$ cat config.mk
export PLATFORM = sky130hd
export DESIGN_NAME = setpoint_command_bank
export DESIGN_NICKNAME = d
export VERILOG_FILES = /design/src/setpoint_command_bank.v /design/src/slew_ramp.v
export VERILOG_INCLUDE_DIRS = /design/src
export SDC_FILE = /design/constraint.sdc
export NUM_CORES = 1
export LEC_CHECK = 0
export ABC_AREA = 1
export BUFFER_PORTS_ARGS = -buffer_cell sky130_fd_sc_hd__buf_2
export CAP_MARGIN = 20
export CORE_ASPECT_RATIO = 0.8
export CORE_MARGIN = 2
export CORE_UTILIZATION = 50
export DETAILED_ROUTE_END_ITERATION = 8
export PLACE_DENSITY_LB_ADDON = 0.1
export SKIP_CTS_REPAIR_TIMING = 1
export SYNTH_ARGS = -nofsm -noshare
export SYNTH_HDL_FRONTEND = slang
export SYNTH_SLANG_ARGS = --single-unit
$ cat constraint.sdc
create_clock -name clock -period 7.8 [get_ports clock]
set_input_delay 1.56 -clock clock [delete_from_list [all_inputs] [get_ports clock]]
set_output_delay 1.56 -clock clock [all_outputs]
set_load 0.02 [all_outputs]
$ cat src/setpoint_bank_regs.vh
`ifndef SETPOINT_BANK_REGS_VH
`define SETPOINT_BANK_REGS_VH

// ------------------------------------------------------------
// command codes seen on the command port
// ------------------------------------------------------------
`define CODE_TRIM          8'h22
`define CODE_CAL           8'h23
`define CODE_CLAMP         8'h24
`define CODE_MARGIN_HIGH   8'h25
`define CODE_MARGIN_LOW    8'h26
`define CODE_SLEW          8'h27
`define CODE_DROOP         8'h28
`define CODE_LOOP_SCALE    8'h29
`define CODE_MON_SCALE     8'h2A
`define CODE_COEFFS        8'h30
`define CODE_POWER_LIMIT   8'h31
`define CODE_DUTY_LIMIT    8'h32

// ------------------------------------------------------------
// storage index of each register
// ------------------------------------------------------------
`define IDX_TRIM           4'h0
`define IDX_CAL            4'h1
`define IDX_CLAMP          4'h2
`define IDX_MARGIN_HIGH    4'h3
`define IDX_MARGIN_LOW     4'h4
`define IDX_SLEW           4'h5
`define IDX_DROOP          4'h6
`define IDX_LOOP_SCALE     4'h7
`define IDX_MON_SCALE      4'h8
`define IDX_COEFFS         4'h9
`define IDX_POWER_LIMIT    4'hA
`define IDX_DUTY_LIMIT     4'hB
`define IDX_NONE           4'hF
`define REG_COUNT          12

// ------------------------------------------------------------
// reset values
// ------------------------------------------------------------
`define RST_TRIM           16'h0000
`define RST_CAL            16'h0000
`define RST_CLAMP          16'hFFFF
`define RST_MARGIN_HIGH    16'h0000
`define RST_MARGIN_LOW     16'h0000
`define RST_SLEW           16'hFFFF
`define RST_DROOP          16'h0000
`define RST_LOOP_SCALE     16'h0001
`define RST_MON_SCALE      16'h0001
`define RST_POWER_LIMIT    16'hFFFF
`define RST_DUTY_LIMIT     16'hFFFF

// ------------------------------------------------------------
// command kinds, margin states, fields
// ------------------------------------------------------------
`define KIND_READ          2'h0
`define KIND_WRITE         2'h1
`define KIND_PROCESS       2'h2
`define MARGIN_NONE        2'h0
`define MARGIN_LOW         2'h1
`define MARGIN_HIGH        2'h2
`define SLEW_FASTEST       16'hFFFF
`define DROOP_SHIFT        10

// ------------------------------------------------------------
// timing
// ------------------------------------------------------------
`define CLOCK_PERIOD_NS    40
`define SLEW_TICK_NS       1000
`define SLEW_TICK_CYCLES   ((`SLEW_TICK_NS + `CLOCK_PERIOD_NS - 1) / `CLOCK_PERIOD_NS)

`endif

$ cat src/setpoint_command_bank.v
`timescale 1ns/1ns
`include "setpoint_bank_regs.vh"

// Behaviour
// user trim offset added to command value
// factory calibration offset added to command value
// trim/cal writes refused in identification-code format
// trim and calibration reset to zero
// setpoints are two bytes, current format
// upper clamp limits every commanded voltage
// over-clamp request commands the clamp value
// clamp violation sets three status bits, alerts
// clamp violation is warning, never fault
// margin setpoints used when margin selected
// voltage changes slew at programmed rate
// no slew limit on turn on/off
// all-ones rate means fastest change
// output lowered by current times droop
// droop uses own measured current only
// both scale factors reset to one
// rate, droop, scales, limits are two-byte literals
// coefficients read via write-then-read process call
// coefficient bytes are unsigned integers
// constant-power mode at power limit
// duty cycle never exceeds duty limit
// operation mode selects margin high/low
// target is command+trim+cal, then clamped
module setpoint_command_bank (
   input wire clock,
   input wire resetn,
   input wire cmd_valid,
   input wire [1:0] cmd_kind,
   input wire [7:0] cmd_code,
   input wire [15:0] cmd_wdata,
   output reg rsp_valid,
   output reg rsp_ack,
   output reg [15:0] rsp_rdata,
   output reg [7:0] rsp_exponent,
   input wire [15:0] output_voltage_command,
   input wire output_voltage_format_selector,
   input wire unit_on,
   input wire [1:0] margin_select,
   input wire [15:0] measured_current,
   input wire [15:0] measured_power,
   input wire [15:0] duty_demand,
   input wire status_clear,
   output reg [15:0] vout_setpoint,
   output reg clamp_active,
   output reg status_other,
   output reg status_word_vout,
   output reg status_clamp_warn,
   output reg host_alert,
   output reg fault_event,
   output reg constant_power_mode,
   output reg [15:0] duty_limited,
   output reg [15:0] loop_scale,
   output reg [15:0] monitor_scale
);

   parameter [7:0] COEF_SLOPE = 8'h01;
   parameter [7:0] COEF_OFFSET = 8'h00;
   parameter [7:0] COEF_EXPONENT = 8'h00;

   // ------------------------------------------------------------
   // decoding shared by read, write and reset paths
   // ------------------------------------------------------------
   function [3:0] code_index;
      input [7:0] code;
      begin
         case (code)
            `CODE_TRIM: code_index = `IDX_TRIM;
            `CODE_CAL: code_index = `IDX_CAL;
            `CODE_CLAMP: code_index = `IDX_CLAMP;
            `CODE_MARGIN_HIGH: code_index = `IDX_MARGIN_HIGH;
            `CODE_MARGIN_LOW: code_index = `IDX_MARGIN_LOW;
            `CODE_SLEW: code_index = `IDX_SLEW;
            `CODE_DROOP: code_index = `IDX_DROOP;
            `CODE_LOOP_SCALE: code_index = `IDX_LOOP_SCALE;
            `CODE_MON_SCALE: code_index = `IDX_MON_SCALE;
            `CODE_COEFFS: code_index = `IDX_COEFFS;
            `CODE_POWER_LIMIT: code_index = `IDX_POWER_LIMIT;
            `CODE_DUTY_LIMIT: code_index = `IDX_DUTY_LIMIT;
            default: code_index = `IDX_NONE;
         endcase
      end
   endfunction

   function [15:0] reset_value;
      input [31:0] idx;
      begin
         case (idx)
            `IDX_TRIM: reset_value = `RST_TRIM;
            `IDX_CAL: reset_value = `RST_CAL;
            `IDX_CLAMP: reset_value = `RST_CLAMP;
            `IDX_MARGIN_HIGH: reset_value = `RST_MARGIN_HIGH;
            `IDX_MARGIN_LOW: reset_value = `RST_MARGIN_LOW;
            `IDX_SLEW: reset_value = `RST_SLEW;
            `IDX_DROOP: reset_value = `RST_DROOP;
            `IDX_LOOP_SCALE: reset_value = `RST_LOOP_SCALE;
            `IDX_MON_SCALE: reset_value = `RST_MON_SCALE;
            `IDX_POWER_LIMIT: reset_value = `RST_POWER_LIMIT;
            `IDX_DUTY_LIMIT: reset_value = `RST_DUTY_LIMIT;
            default: reset_value = 16'h0000;
         endcase
      end
   endfunction

   function is_offset;
      input [3:0] idx;
      begin
         is_offset = (idx == `IDX_TRIM) || (idx == `IDX_CAL);
      end
   endfunction

   // ------------------------------------------------------------
   // command acceptance
   // ------------------------------------------------------------
   wire [3:0] cmd_idx = code_index(cmd_code);
   wire cmd_known = (cmd_idx != `IDX_NONE);
   wire [3:0] query_idx = code_index(cmd_wdata[7:0]);
   wire offset_locked = output_voltage_format_selector && is_offset(cmd_idx);
   wire write_ok = cmd_valid && cmd_kind == `KIND_WRITE && cmd_known &&
                   cmd_idx != `IDX_COEFFS && !offset_locked;
   wire process_ok = cmd_valid && cmd_kind == `KIND_PROCESS && cmd_idx == `IDX_COEFFS &&
                     query_idx != `IDX_NONE && query_idx != `IDX_COEFFS;
   wire read_ok = cmd_valid && cmd_kind == `KIND_READ && cmd_known && cmd_idx != `IDX_COEFFS;

   // ------------------------------------------------------------
   // register storage
   // ------------------------------------------------------------
   reg [15:0] bank [0:`REG_COUNT-1];

   // each word holds raw bytes; format is interpreted downstream, not here
   genvar gi;
   generate
      for (gi = 0; gi < `REG_COUNT; gi = gi + 1) begin : store
         if (gi != `IDX_COEFFS) begin : rw
            always @(posedge clock or negedge resetn) begin
               if (!resetn) begin
                  bank[gi] <= reset_value(gi);
               end else if (write_ok && cmd_idx == gi) begin
                  bank[gi] <= cmd_wdata;
               end
            end
         end else begin : ro
            always @(posedge clock or negedge resetn) begin
               if (!resetn) begin
                  bank[gi] <= 16'h0000;
               end else begin
                  bank[gi] <= {COEF_OFFSET, COEF_SLOPE};
               end
            end
         end
      end
   endgenerate

   wire [15:0] trim = bank[`IDX_TRIM];
   wire [15:0] cal = bank[`IDX_CAL];
   wire [15:0] upper_clamp = bank[`IDX_CLAMP];
   wire [15:0] slew_rate = bank[`IDX_SLEW];
   wire [15:0] droop = bank[`IDX_DROOP];

   // ------------------------------------------------------------
   // response: one cycle after the request
   // ------------------------------------------------------------
   always @(posedge clock or negedge resetn) begin
      if (!resetn) begin
         rsp_valid <= 1'b0;
         rsp_ack <= 1'b0;
         rsp_rdata <= 16'h0000;
         rsp_exponent <= 8'h00;
      end else begin
         rsp_valid <= cmd_valid;
         rsp_ack <= write_ok || read_ok || process_ok;
         if (read_ok) begin
            rsp_rdata <= bank[cmd_idx];
            rsp_exponent <= 8'h00;
         end else if (process_ok) begin
            // one coefficient set for all formatted commands
            rsp_rdata <= bank[`IDX_COEFFS];
            rsp_exponent <= COEF_EXPONENT;
         end else begin
            rsp_rdata <= 16'h0000;
            rsp_exponent <= 8'h00;
         end
      end
   end

   // ------------------------------------------------------------
   // target voltage: base, offsets, clamp
   // ------------------------------------------------------------
   reg [15:0] base;

   always @* begin
      case (margin_select)
         `MARGIN_LOW: base = bank[`IDX_MARGIN_LOW];
         `MARGIN_HIGH: base = bank[`IDX_MARGIN_HIGH];
         default: base = output_voltage_command;
      endcase
   end

   // two guard bits so a large positive sum or a negative one is not wrapped
   wire [17:0] offset_sum = {2'b00, base} + {{2{trim[15]}}, trim} +
                            {{2{cal[15]}}, cal};
   wire sum_negative = offset_sum[17];
   wire over_clamp = !sum_negative && (offset_sum[16:0] > {1'b0, upper_clamp});
   reg [15:0] commanded;

   always @* begin
      if (sum_negative) begin
         commanded = 16'h0000;
      end else if (over_clamp) begin
         commanded = upper_clamp;
      end else begin
         commanded = offset_sum[15:0];
      end
   end

   // ------------------------------------------------------------
   // clamp warning status
   // ------------------------------------------------------------
   always @(posedge clock or negedge resetn) begin
      if (!resetn) begin
         clamp_active <= 1'b0;
         status_other <= 1'b0;
         status_word_vout <= 1'b0;
         status_clamp_warn <= 1'b0;
         host_alert <= 1'b0;
         fault_event <= 1'b0;
      end else begin
         clamp_active <= over_clamp;
         // a set in the clear cycle wins, so no violation is lost
         status_other <= over_clamp || (status_other && !status_clear);
         status_word_vout <= over_clamp || (status_word_vout && !status_clear);
         status_clamp_warn <= over_clamp || (status_clamp_warn && !status_clear);
         host_alert <= over_clamp || (host_alert && !status_clear);
         // only a warning: the fault path never sees the clamp
         fault_event <= 1'b0;
      end
   end

   // ------------------------------------------------------------
   // slew and on/off handling
   // ------------------------------------------------------------
   reg unit_on_seen;
   wire on_off_edge = (unit_on != unit_on_seen);
   wire [15:0] ramp_target = unit_on ? commanded : 16'h0000;
   wire [15:0] ramp_level;

   always @(posedge clock or negedge resetn) begin
      if (!resetn) begin
         unit_on_seen <= 1'b0;
      end else begin
         unit_on_seen <= unit_on;
      end
   end

   slew_ramp ramp (
      .clock(clock),
      .resetn(resetn),
      .target(ramp_target),
      .rate(slew_rate),
      .bypass(on_off_edge || !unit_on),
      .level(ramp_level)
   );

   // ------------------------------------------------------------
   // droop from this unit's own current
   // ------------------------------------------------------------
   // no sharing input exists, so paralleled units cannot skew the drop
   wire [31:0] droop_product = measured_current * droop;
   wire [31:0] droop_scaled = droop_product >> `DROOP_SHIFT;
   wire droop_big = (droop_scaled[31:16] != 16'h0000);
   wire [15:0] droop_drop = droop_big ? 16'hFFFF : droop_scaled[15:0];

   always @(posedge clock or negedge resetn) begin
      if (!resetn) begin
         vout_setpoint <= 16'h0000;
      end else if (ramp_level > droop_drop) begin
         vout_setpoint <= ramp_level - droop_drop;
      end else begin
         vout_setpoint <= 16'h0000;
      end
   end

   // ------------------------------------------------------------
   // power and duty limits, scale outputs
   // ------------------------------------------------------------
   always @(posedge clock or negedge resetn) begin
      if (!resetn) begin
         constant_power_mode <= 1'b0;
         duty_limited <= 16'h0000;
         loop_scale <= `RST_LOOP_SCALE;
         monitor_scale <= `RST_MON_SCALE;
      end else begin
         constant_power_mode <= (measured_power >= bank[`IDX_POWER_LIMIT]);
         if (duty_demand > bank[`IDX_DUTY_LIMIT]) begin
            duty_limited <= bank[`IDX_DUTY_LIMIT];
         end else begin
            duty_limited <= duty_demand;
         end
         loop_scale <= bank[`IDX_LOOP_SCALE];
         monitor_scale <= bank[`IDX_MON_SCALE];
      end
   end

endmodule

$ cat src/slew_ramp.v
`timescale 1ns/1ns
`include "setpoint_bank_regs.vh"

module slew_ramp (
   input wire clock,
   input wire resetn,
   input wire [15:0] target,
   input wire [15:0] rate,
   input wire bypass,
   output reg [15:0] level
);

   localparam [31:0] tick_last_full = `SLEW_TICK_CYCLES - 1;
   localparam [7:0] tick_last = tick_last_full[7:0];

   reg [7:0] tick_count;
   wire tick = (tick_count == tick_last);
   wire [15:0] up_gap = target - level;
   wire [15:0] down_gap = level - target;

   // ------------------------------------------------------------
   // one microsecond step timer
   // ------------------------------------------------------------
   always @(posedge clock or negedge resetn) begin
      if (!resetn) begin
         tick_count <= 8'h00;
      end else if (tick) begin
         tick_count <= 8'h00;
      end else begin
         tick_count <= tick_count + 8'h01;
      end
   end

   // ------------------------------------------------------------
   // ramp: rate is steps per microsecond, never overshoots
   // ------------------------------------------------------------
   always @(posedge clock or negedge resetn) begin
      if (!resetn) begin
         level <= 16'h0000;
      end else if (bypass || rate == `SLEW_FASTEST) begin
         level <= target;
      end else if (tick && level < target) begin
         level <= (up_gap > rate) ? level + rate : target;
      end else if (tick && level > target) begin
         level <= (down_gap > rate) ? level - rate : target;
      end
   end

endmodule

# Word level (Yosys, flattened, before mapping)
# Cells that the tools add are included.
[op_classes]
shifts = 0
n_mux = 20
n_div = 0
eq_ne = 46
addsub = 8
n_bitwise = 1
reduce_logical = 47
n_lt_le_gt_ge = 9
mul = 1
[op_table]
columns = ["cell", "count"]
rows = [
  ["2-to-1 mux 16 bit", 14],
  ["equality test 8 x 6 -> 1 bit (second input constant)", 24],
  ["case mux 4 bit (12 select lines)", 2],
  ["> comparator 16 bit", 5],
  ["binary-select mux 16 bit (select 4 bit)", 1],
  ["subtractor 16 bit", 4],
  ["multiplier 16 x 16 -> 32 bit", 1],
  ["case mux 16 bit (2 select lines)", 1],
  ["logical AND 1 bit", 30],
  ["adder 17 x 16 -> 18 bit", 1],
  ["adder 18 bit", 1],
  ["> comparator 17 x 16 -> 1 bit", 1],
  ["adder 16 bit", 1],
  ["equality test 16 bit (second input constant)", 1],
  ["equality test 4 x 3 -> 1 bit (second input constant)", 4],
  ["equality test 4 bit (second input constant)", 4],
  ["greater-or-equal comparator 16 bit", 1],
  ["< comparator 16 bit", 1],
  ["!= test 4 bit (second input constant)", 4],
  ["nonzero test 16 bit", 1],
  ["logical OR 1 bit", 9],
  ["adder 8 x 1 -> 8 bit (second input constant)", 1],
  ["equality test 4 x 2 -> 1 bit (second input constant)", 2],
  ["equality test 8 x 5 -> 1 bit (second input constant)", 1],
  ["other kinds (12)", 17],
]
[word_totals]
mem_count = 0
latch_bits = 0
regBits = 290
rom_bits = 0
output_inout_bits = 97
inputBits = 98
ramBits = 0
word_cells = 160

# Depth between registers and ports, before layout
[depth]
depth_word = 15
depth_mapped = 60

# Modules after synthesis
# From an unflattened synthesis, not the netlist that was laid out.
[hier_totals]
cells_unflattened = 4035
area_unflattened_um2 = 29753.5
[modules_own_cells]
columns = ["module", "seq_area_each_um2", "area_per_inst_um2", "cells_each", "n_inst"]
rows = [
  ["setpoint_command_bank", 6741.5, 23729.0, 3037, 1],
  ["slew_ramp", 600.6, 6024.5, 998, 1],
]

# Least setup slack after synthesis
# Ideal clock, no wire load.
[synth_timing]
kind = "in2reg"
start = "in margin_select[0]"
end = "reg ramp.level[12]"
arrival_ns = 8.717
path_stages = 50
slack_ns = -0.995
required_time_ns = 7.723
cell_sequence = "inv_1 -> ha_1 -> clkbuf_1 -> inv_1 -> clkbuf_1 -> nor2_1 -> a21oi_1 -> fa_1 -> ha_1 -> inv_1 -> fa_1 -> nand3b_1 -> nand2_1 -> a21oi_1 -> o21ai_2 -> a21oi_1 -> o21ai_0 -> xor2_1 -> [... 14 more ...] -> nand2_1 -> o21ai_0 -> a21boi_0 -> o311ai_0 -> xnor2_1 -> inv_1 -> ha_1 -> nand2_1 -> nor2_1 -> nand2_1 -> nor4_1 -> nor2_2 -> nand2_2 -> nand2_2 -> nand2_4 -> buf_6 -> nand4_1 -> a21oi_1"
[synth_between]
elab_chain_cells = 15
word_cells_on_any_way = 25
[synth_lines]
columns = ["item", "line_no", "text"]
rows = [
  ["from (decl)", "setpoint_command_bank.v:42", "input wire [1:0] margin_select,"],
  ["equality test 2 bit or equality test 2 x 1 -> 1 bit (tied branches)", "setpoint_command_bank.v:195", "case (margin_select)"],
  ["case mux 16 bit (2 select lines) (*)", "setpoint_command_bank.v:195", ""],
  ["adder 17 x 16 -> 18 bit (*)", "setpoint_command_bank.v:203", "wire [17:0] offset_sum = {2'b00, base} + {{2{trim[15]}}, trim} +"],
  ["adder 18 bit (*)", "setpoint_command_bank.v:203", ""],
  ["> comparator 17 x 16 -> 1 bit or logical NOT 1 bit (tied branches)", "setpoint_command_bank.v:206", "wire over_clamp = !sum_negative && (offset_sum[16:0] > {1'b0, upper_clamp});"],
  ["logical AND 1 bit (*)", "setpoint_command_bank.v:206", ""],
  ["via over_clamp", "setpoint_command_bank.v:206", ""],
  ["2-to-1 mux 16 bit (*)", "setpoint_command_bank.v:212", "end else if (over_clamp) begin"],
  ["2-to-1 mux 16 bit (*)", "setpoint_command_bank.v:210", "if (sum_negative) begin"],
  ["2-to-1 mux 16 bit (*)", "setpoint_command_bank.v:247", "wire [15:0] ramp_target = unit_on ? commanded : 16'h0000;"],
  ["subtractor 16 bit", "slew_ramp.v:19", "wire [15:0] down_gap = level - target;"],
  ["> comparator 16 bit", "slew_ramp.v:45", "level <= (down_gap > rate) ? level - rate : target;"],
  ["2-to-1 mux 16 bit", "slew_ramp.v:45", ""],
  ["2-to-1 mux 16 bit", "slew_ramp.v:44", "end else if (tick && level > target) begin"],
  ["2-to-1 mux 16 bit", "slew_ramp.v:42", "end else if (tick && level < target) begin"],
  ["2-to-1 mux 16 bit", "slew_ramp.v:40", "end else if (bypass || rate == `SLEW_FASTEST) begin"],
  ["to (signal assigned)", "slew_ramp.v:41", "level <= target;"],
  ["to (signal assigned)", "slew_ramp.v:43", "level <= (up_gap > rate) ? level + rate : target;"],
  ["to (signal assigned)", "slew_ramp.v:45", ""],
  ["to (decl)", "slew_ramp.v:10", "output reg [15:0] level"],
]
# The timed path passes the listed nets; every way through them passes the cells marked *. The select of a mux whose other input is x is not followed.
# A chain may end at the register's enable or synchronous reset.

# Final worst setup path
[layout_timing]
start = "in margin_select[0]"
end = "reg ramp.level[9]"
[layout_between]
elab_chain_cells = 15
word_cells_on_any_way = 25
[layout_lines]
columns = ["item", "line_no"]
rows = [
  ["equality test 2 bit or equality test 2 x 1 -> 1 bit (tied branches)", "setpoint_command_bank.v:195"],
  ["case mux 16 bit (2 select lines) (*)", "setpoint_command_bank.v:195"],
  ["adder 17 x 16 -> 18 bit (*)", "setpoint_command_bank.v:203"],
  ["adder 18 bit (*)", "setpoint_command_bank.v:203"],
  ["> comparator 17 x 16 -> 1 bit or logical NOT 1 bit (tied branches)", "setpoint_command_bank.v:206"],
  ["logical AND 1 bit", "setpoint_command_bank.v:206"],
  ["2-to-1 mux 16 bit", "setpoint_command_bank.v:212"],
  ["2-to-1 mux 16 bit (*)", "setpoint_command_bank.v:210"],
  ["2-to-1 mux 16 bit (*)", "setpoint_command_bank.v:247"],
  ["subtractor 16 bit", "slew_ramp.v:19"],
  ["> comparator 16 bit", "slew_ramp.v:45"],
  ["2-to-1 mux 16 bit", "slew_ramp.v:45"],
  ["2-to-1 mux 16 bit", "slew_ramp.v:44"],
  ["2-to-1 mux 16 bit", "slew_ramp.v:42"],
  ["2-to-1 mux 16 bit", "slew_ramp.v:40"],
]
# Every way passes the cells marked *; elsewhere a longest branch is shown, timed or not. The select of a mux whose other input is x is not followed.

==> results.toml <==
[outcome]
status = "finished with violations"
violations = "setup timing"

[layout]
layout_commonest_cell = "nand2_1"
fin_nets = 4730
drive_gt1_frac = 0.270
layout_common_cells = "nand2_1, inv_1, buf_4"
area_growth_pct = 26.7
fillers = 5126

[critical_path]
slowest_delay_ns = 0.51
r2r_start = "droop[7]"
worstPathRequired_ns = 8.31
rr_worst_depth = 33
criticalPathCategory = "in -> reg"
cp-start-kind = "input port"
cp_slowest_cell = "fa_1"
crit_fanout = 7
cp.arrival_ns = 8.54
r2r_slack_ns = 0.32
end_kind = "register"
timing.rr.end = "vout_setpoint[14]"

[power]
powerDensity_nw_per_um2 = 187
cellLeakagePower_nw = 18.5
ir_drop_uv = 219

[flow_run]
cap_viol_max_count = 0

[floorplan]
row_count = 78
dieArea_um2 = 58700
dieWidth_um = 270
core_area_um2 = 56400
start_util = 0.504
io-pin-count = 195
die_y_um = 217

[clock_tree]
cts_tree = "yes"
htreeDepth = 1
clock_path_buffers = 3
cts_made_buffers = 31
clk_pin_slew_ns = 0.07
clock_sinks = 290
clock_latency_ns = 0.62
cts.root.buffer_cell = "clkbuf_16"

[placement]
io_buffers = 185
place.gp.congestion = 0.950
dpl.hpwl_mm = 73.2

[synth]
ys.flop_type = "dfrtp_1"
synth_warnings = 0
synth_area_leaders = "dfrtp_1, fa_1, ha_1"
synthArstFlopShare = 1.00
yosysTopAreaCellShare = 0.196
yosysUniqueCellTypes = 68
syn_avg_cell_area_um2 = 7.76
yosysTopAreaCell = "dfrtp_1"
synth_seq_cells = 290
netlist_area_um2 = 28400
seq_area_frac_synth = 0.258
synth_edf_count = 0
syn_inst = 3659

[timing]
hold_slack_ns = 0.372
slew_headroom = 0.341
finalMaxSlewViolations = 0
fmax_mhz = 124
finalClockSkew_ns = 0.0404
min_period_ns = 8.04
fin_ws_ns = -0.236
rsz0062_at_grt = "true"
hold_viol_final = 0
min_period_over_period = 1.03
setup_viol = 28
worstMarginPinSlew_ns = 0.985
tns_ns = -3.28

[min_path]
min_path_cells = 0
whs_endpoint = "loop_scale[0]"
min_path_type = "reg -> reg"
min-delay-start = "bank[64]"

[detailed_routing]
firstDrtPassIters = 6
vias_per_cell = 5.32
wire_per_inst_um = 18.9
drt-total-wl_mm = 93.1
drt_iter0_markers = 2362
vias = 26200
drc = 0
ant_nets = 0

[grt]
antenna_found_initial = 2
grt_pass1_vias = 25100
grt_pass1_wl_mm = 143
grt_max_degree = 155
grt_overflow = 0
track_usage = 0.313
[registers in the layout, summed over array words and instances, names as in the netlist]
name	flops
bank	97
cal	16
clamp_active	1
constant_power_mode	1
droop	16
duty_limited	16
host_alert	1
loop_scale	16
monitor_scale	16
ramp.level	16
ramp.tick_count	8
rsp_ack	1
rsp_rdata	16
rsp_valid	1
slew_rate	16
status_clamp_warn	1
status_other	1
status_word_vout	1
trim	16
unit_on_seen	1
upper_clamp	16
vout_setpoint	16
[worst max-delay path, delay by kind of cell]
| kind | cells | cell delay, ns |
|---|---|---|
| buffers and inverters | 14 | 1.40 |
| AO/OA/AOI/OAI | 11 | 1.31 |
| XOR/XNOR | 2 | 0.36 |
| adder cells (fa/ha/maj) | 7 | 2.13 |
| AND/OR/NAND/NOR | 19 | 1.77 |
[metal layers]
| layer | up-vias | GRT usage | share of wire |
|---|---|---|---|
| met1 | 12500 | 0.468 | 0.46 |
| met3 | 146 | 0.0613 | 0.083 |
| met5 | - | 0 | 0 |
| met4 | 0 | 0.0893 | 0.034 |
| li1 | 12600 | - | - |
| met2 | 978 | 0.460 | 0.42 |
[cell families after synthesis]
family / count (synthesis) / synth area share
other: 2 / 0.000264
and+or+nand+nor: 1292 / 0.194
DFF: 290 / 0.258
adders and majority gates: 494 / 0.275
buffers and inverters: 816 / 0.113
AOI/OAI and AO/OA: 677 / 0.133
xor gates and xnor gates: 88 / 0.0274
[synth_stat cells, types with 23 or more instances]
cell type,n
nor3_1,30
buf_2,23
nand4_1,41
nand2_1,855
clkbuf_1,131
nand3_1,98
o22ai_1,39
dfstp_2,68
inv_1,621
a21oi_1,189
o21ai_1,61
fa_1,216
xor2_1,59
o21ai_0,278
xnor2_1,28
dfrtp_1,222
ha_1,278
nor2_1,174
[power breakdown]
group | switching (W) | internal [W]
Clock | 0.000673 | 0.000852
Sequential | 0.0000797 | 0.00158
Combinational | 0.00198 | 0.00158
[worst max path at each step]
stage               slack [ns]                  from                to  depth (start not counted)
global route             -0.67      margin_select[0]     ramp.level[9]                         55
floorplan                -0.39  measured_current[11]  vout_setpoint[1]                         33
detailed placement       -1.11   measured_current[9]  vout_setpoint[7]                         32
global placement         -1.13   measured_current[9]  vout_setpoint[3]                         32
finish                   -0.24      margin_select[0]     ramp.level[9]                         53
CTS                      -0.48   measured_current[9]  vout_setpoint[7]                         32
[stage by stage]
step           total power (W)  instance area (um^2)  setup WS, ns  instances  utilization
2_1_floorplan          0.00343                 29100        -0.394       3667            -
3_3_place_gp           0.00449                 33000         -1.13       4827        0.585
3_5_place_dp           0.00450                 33000         -1.11       4827        0.585
4_1_cts                0.00602                 34100        -0.481       4885        0.604
5_1_grt                0.00714                 36000        -0.666       4924        0.638
6_report               0.00674                 36000        -0.236       4924        0.638
[final cells by class]
class / instances / area [um^2] / share of cell area
diodes: 1 / 2.50 / 0.0000696
repair inverters: 1 / 6.26 / 0.000174
clock buffers: 40 / 860 / 0.0239
repair buffers: 619 / 4610 / 0.128
multi-input cells: 2564 / 19600 / 0.545
clock inverters: 18 / 183 / 0.00508
inverters: 631 / 2410 / 0.0670
flip-flops and latches: 290 / 7340 / 0.204
well taps: 760 / 951 / 0.0264
Note: power is estimated with default switching activity, not from simulation.
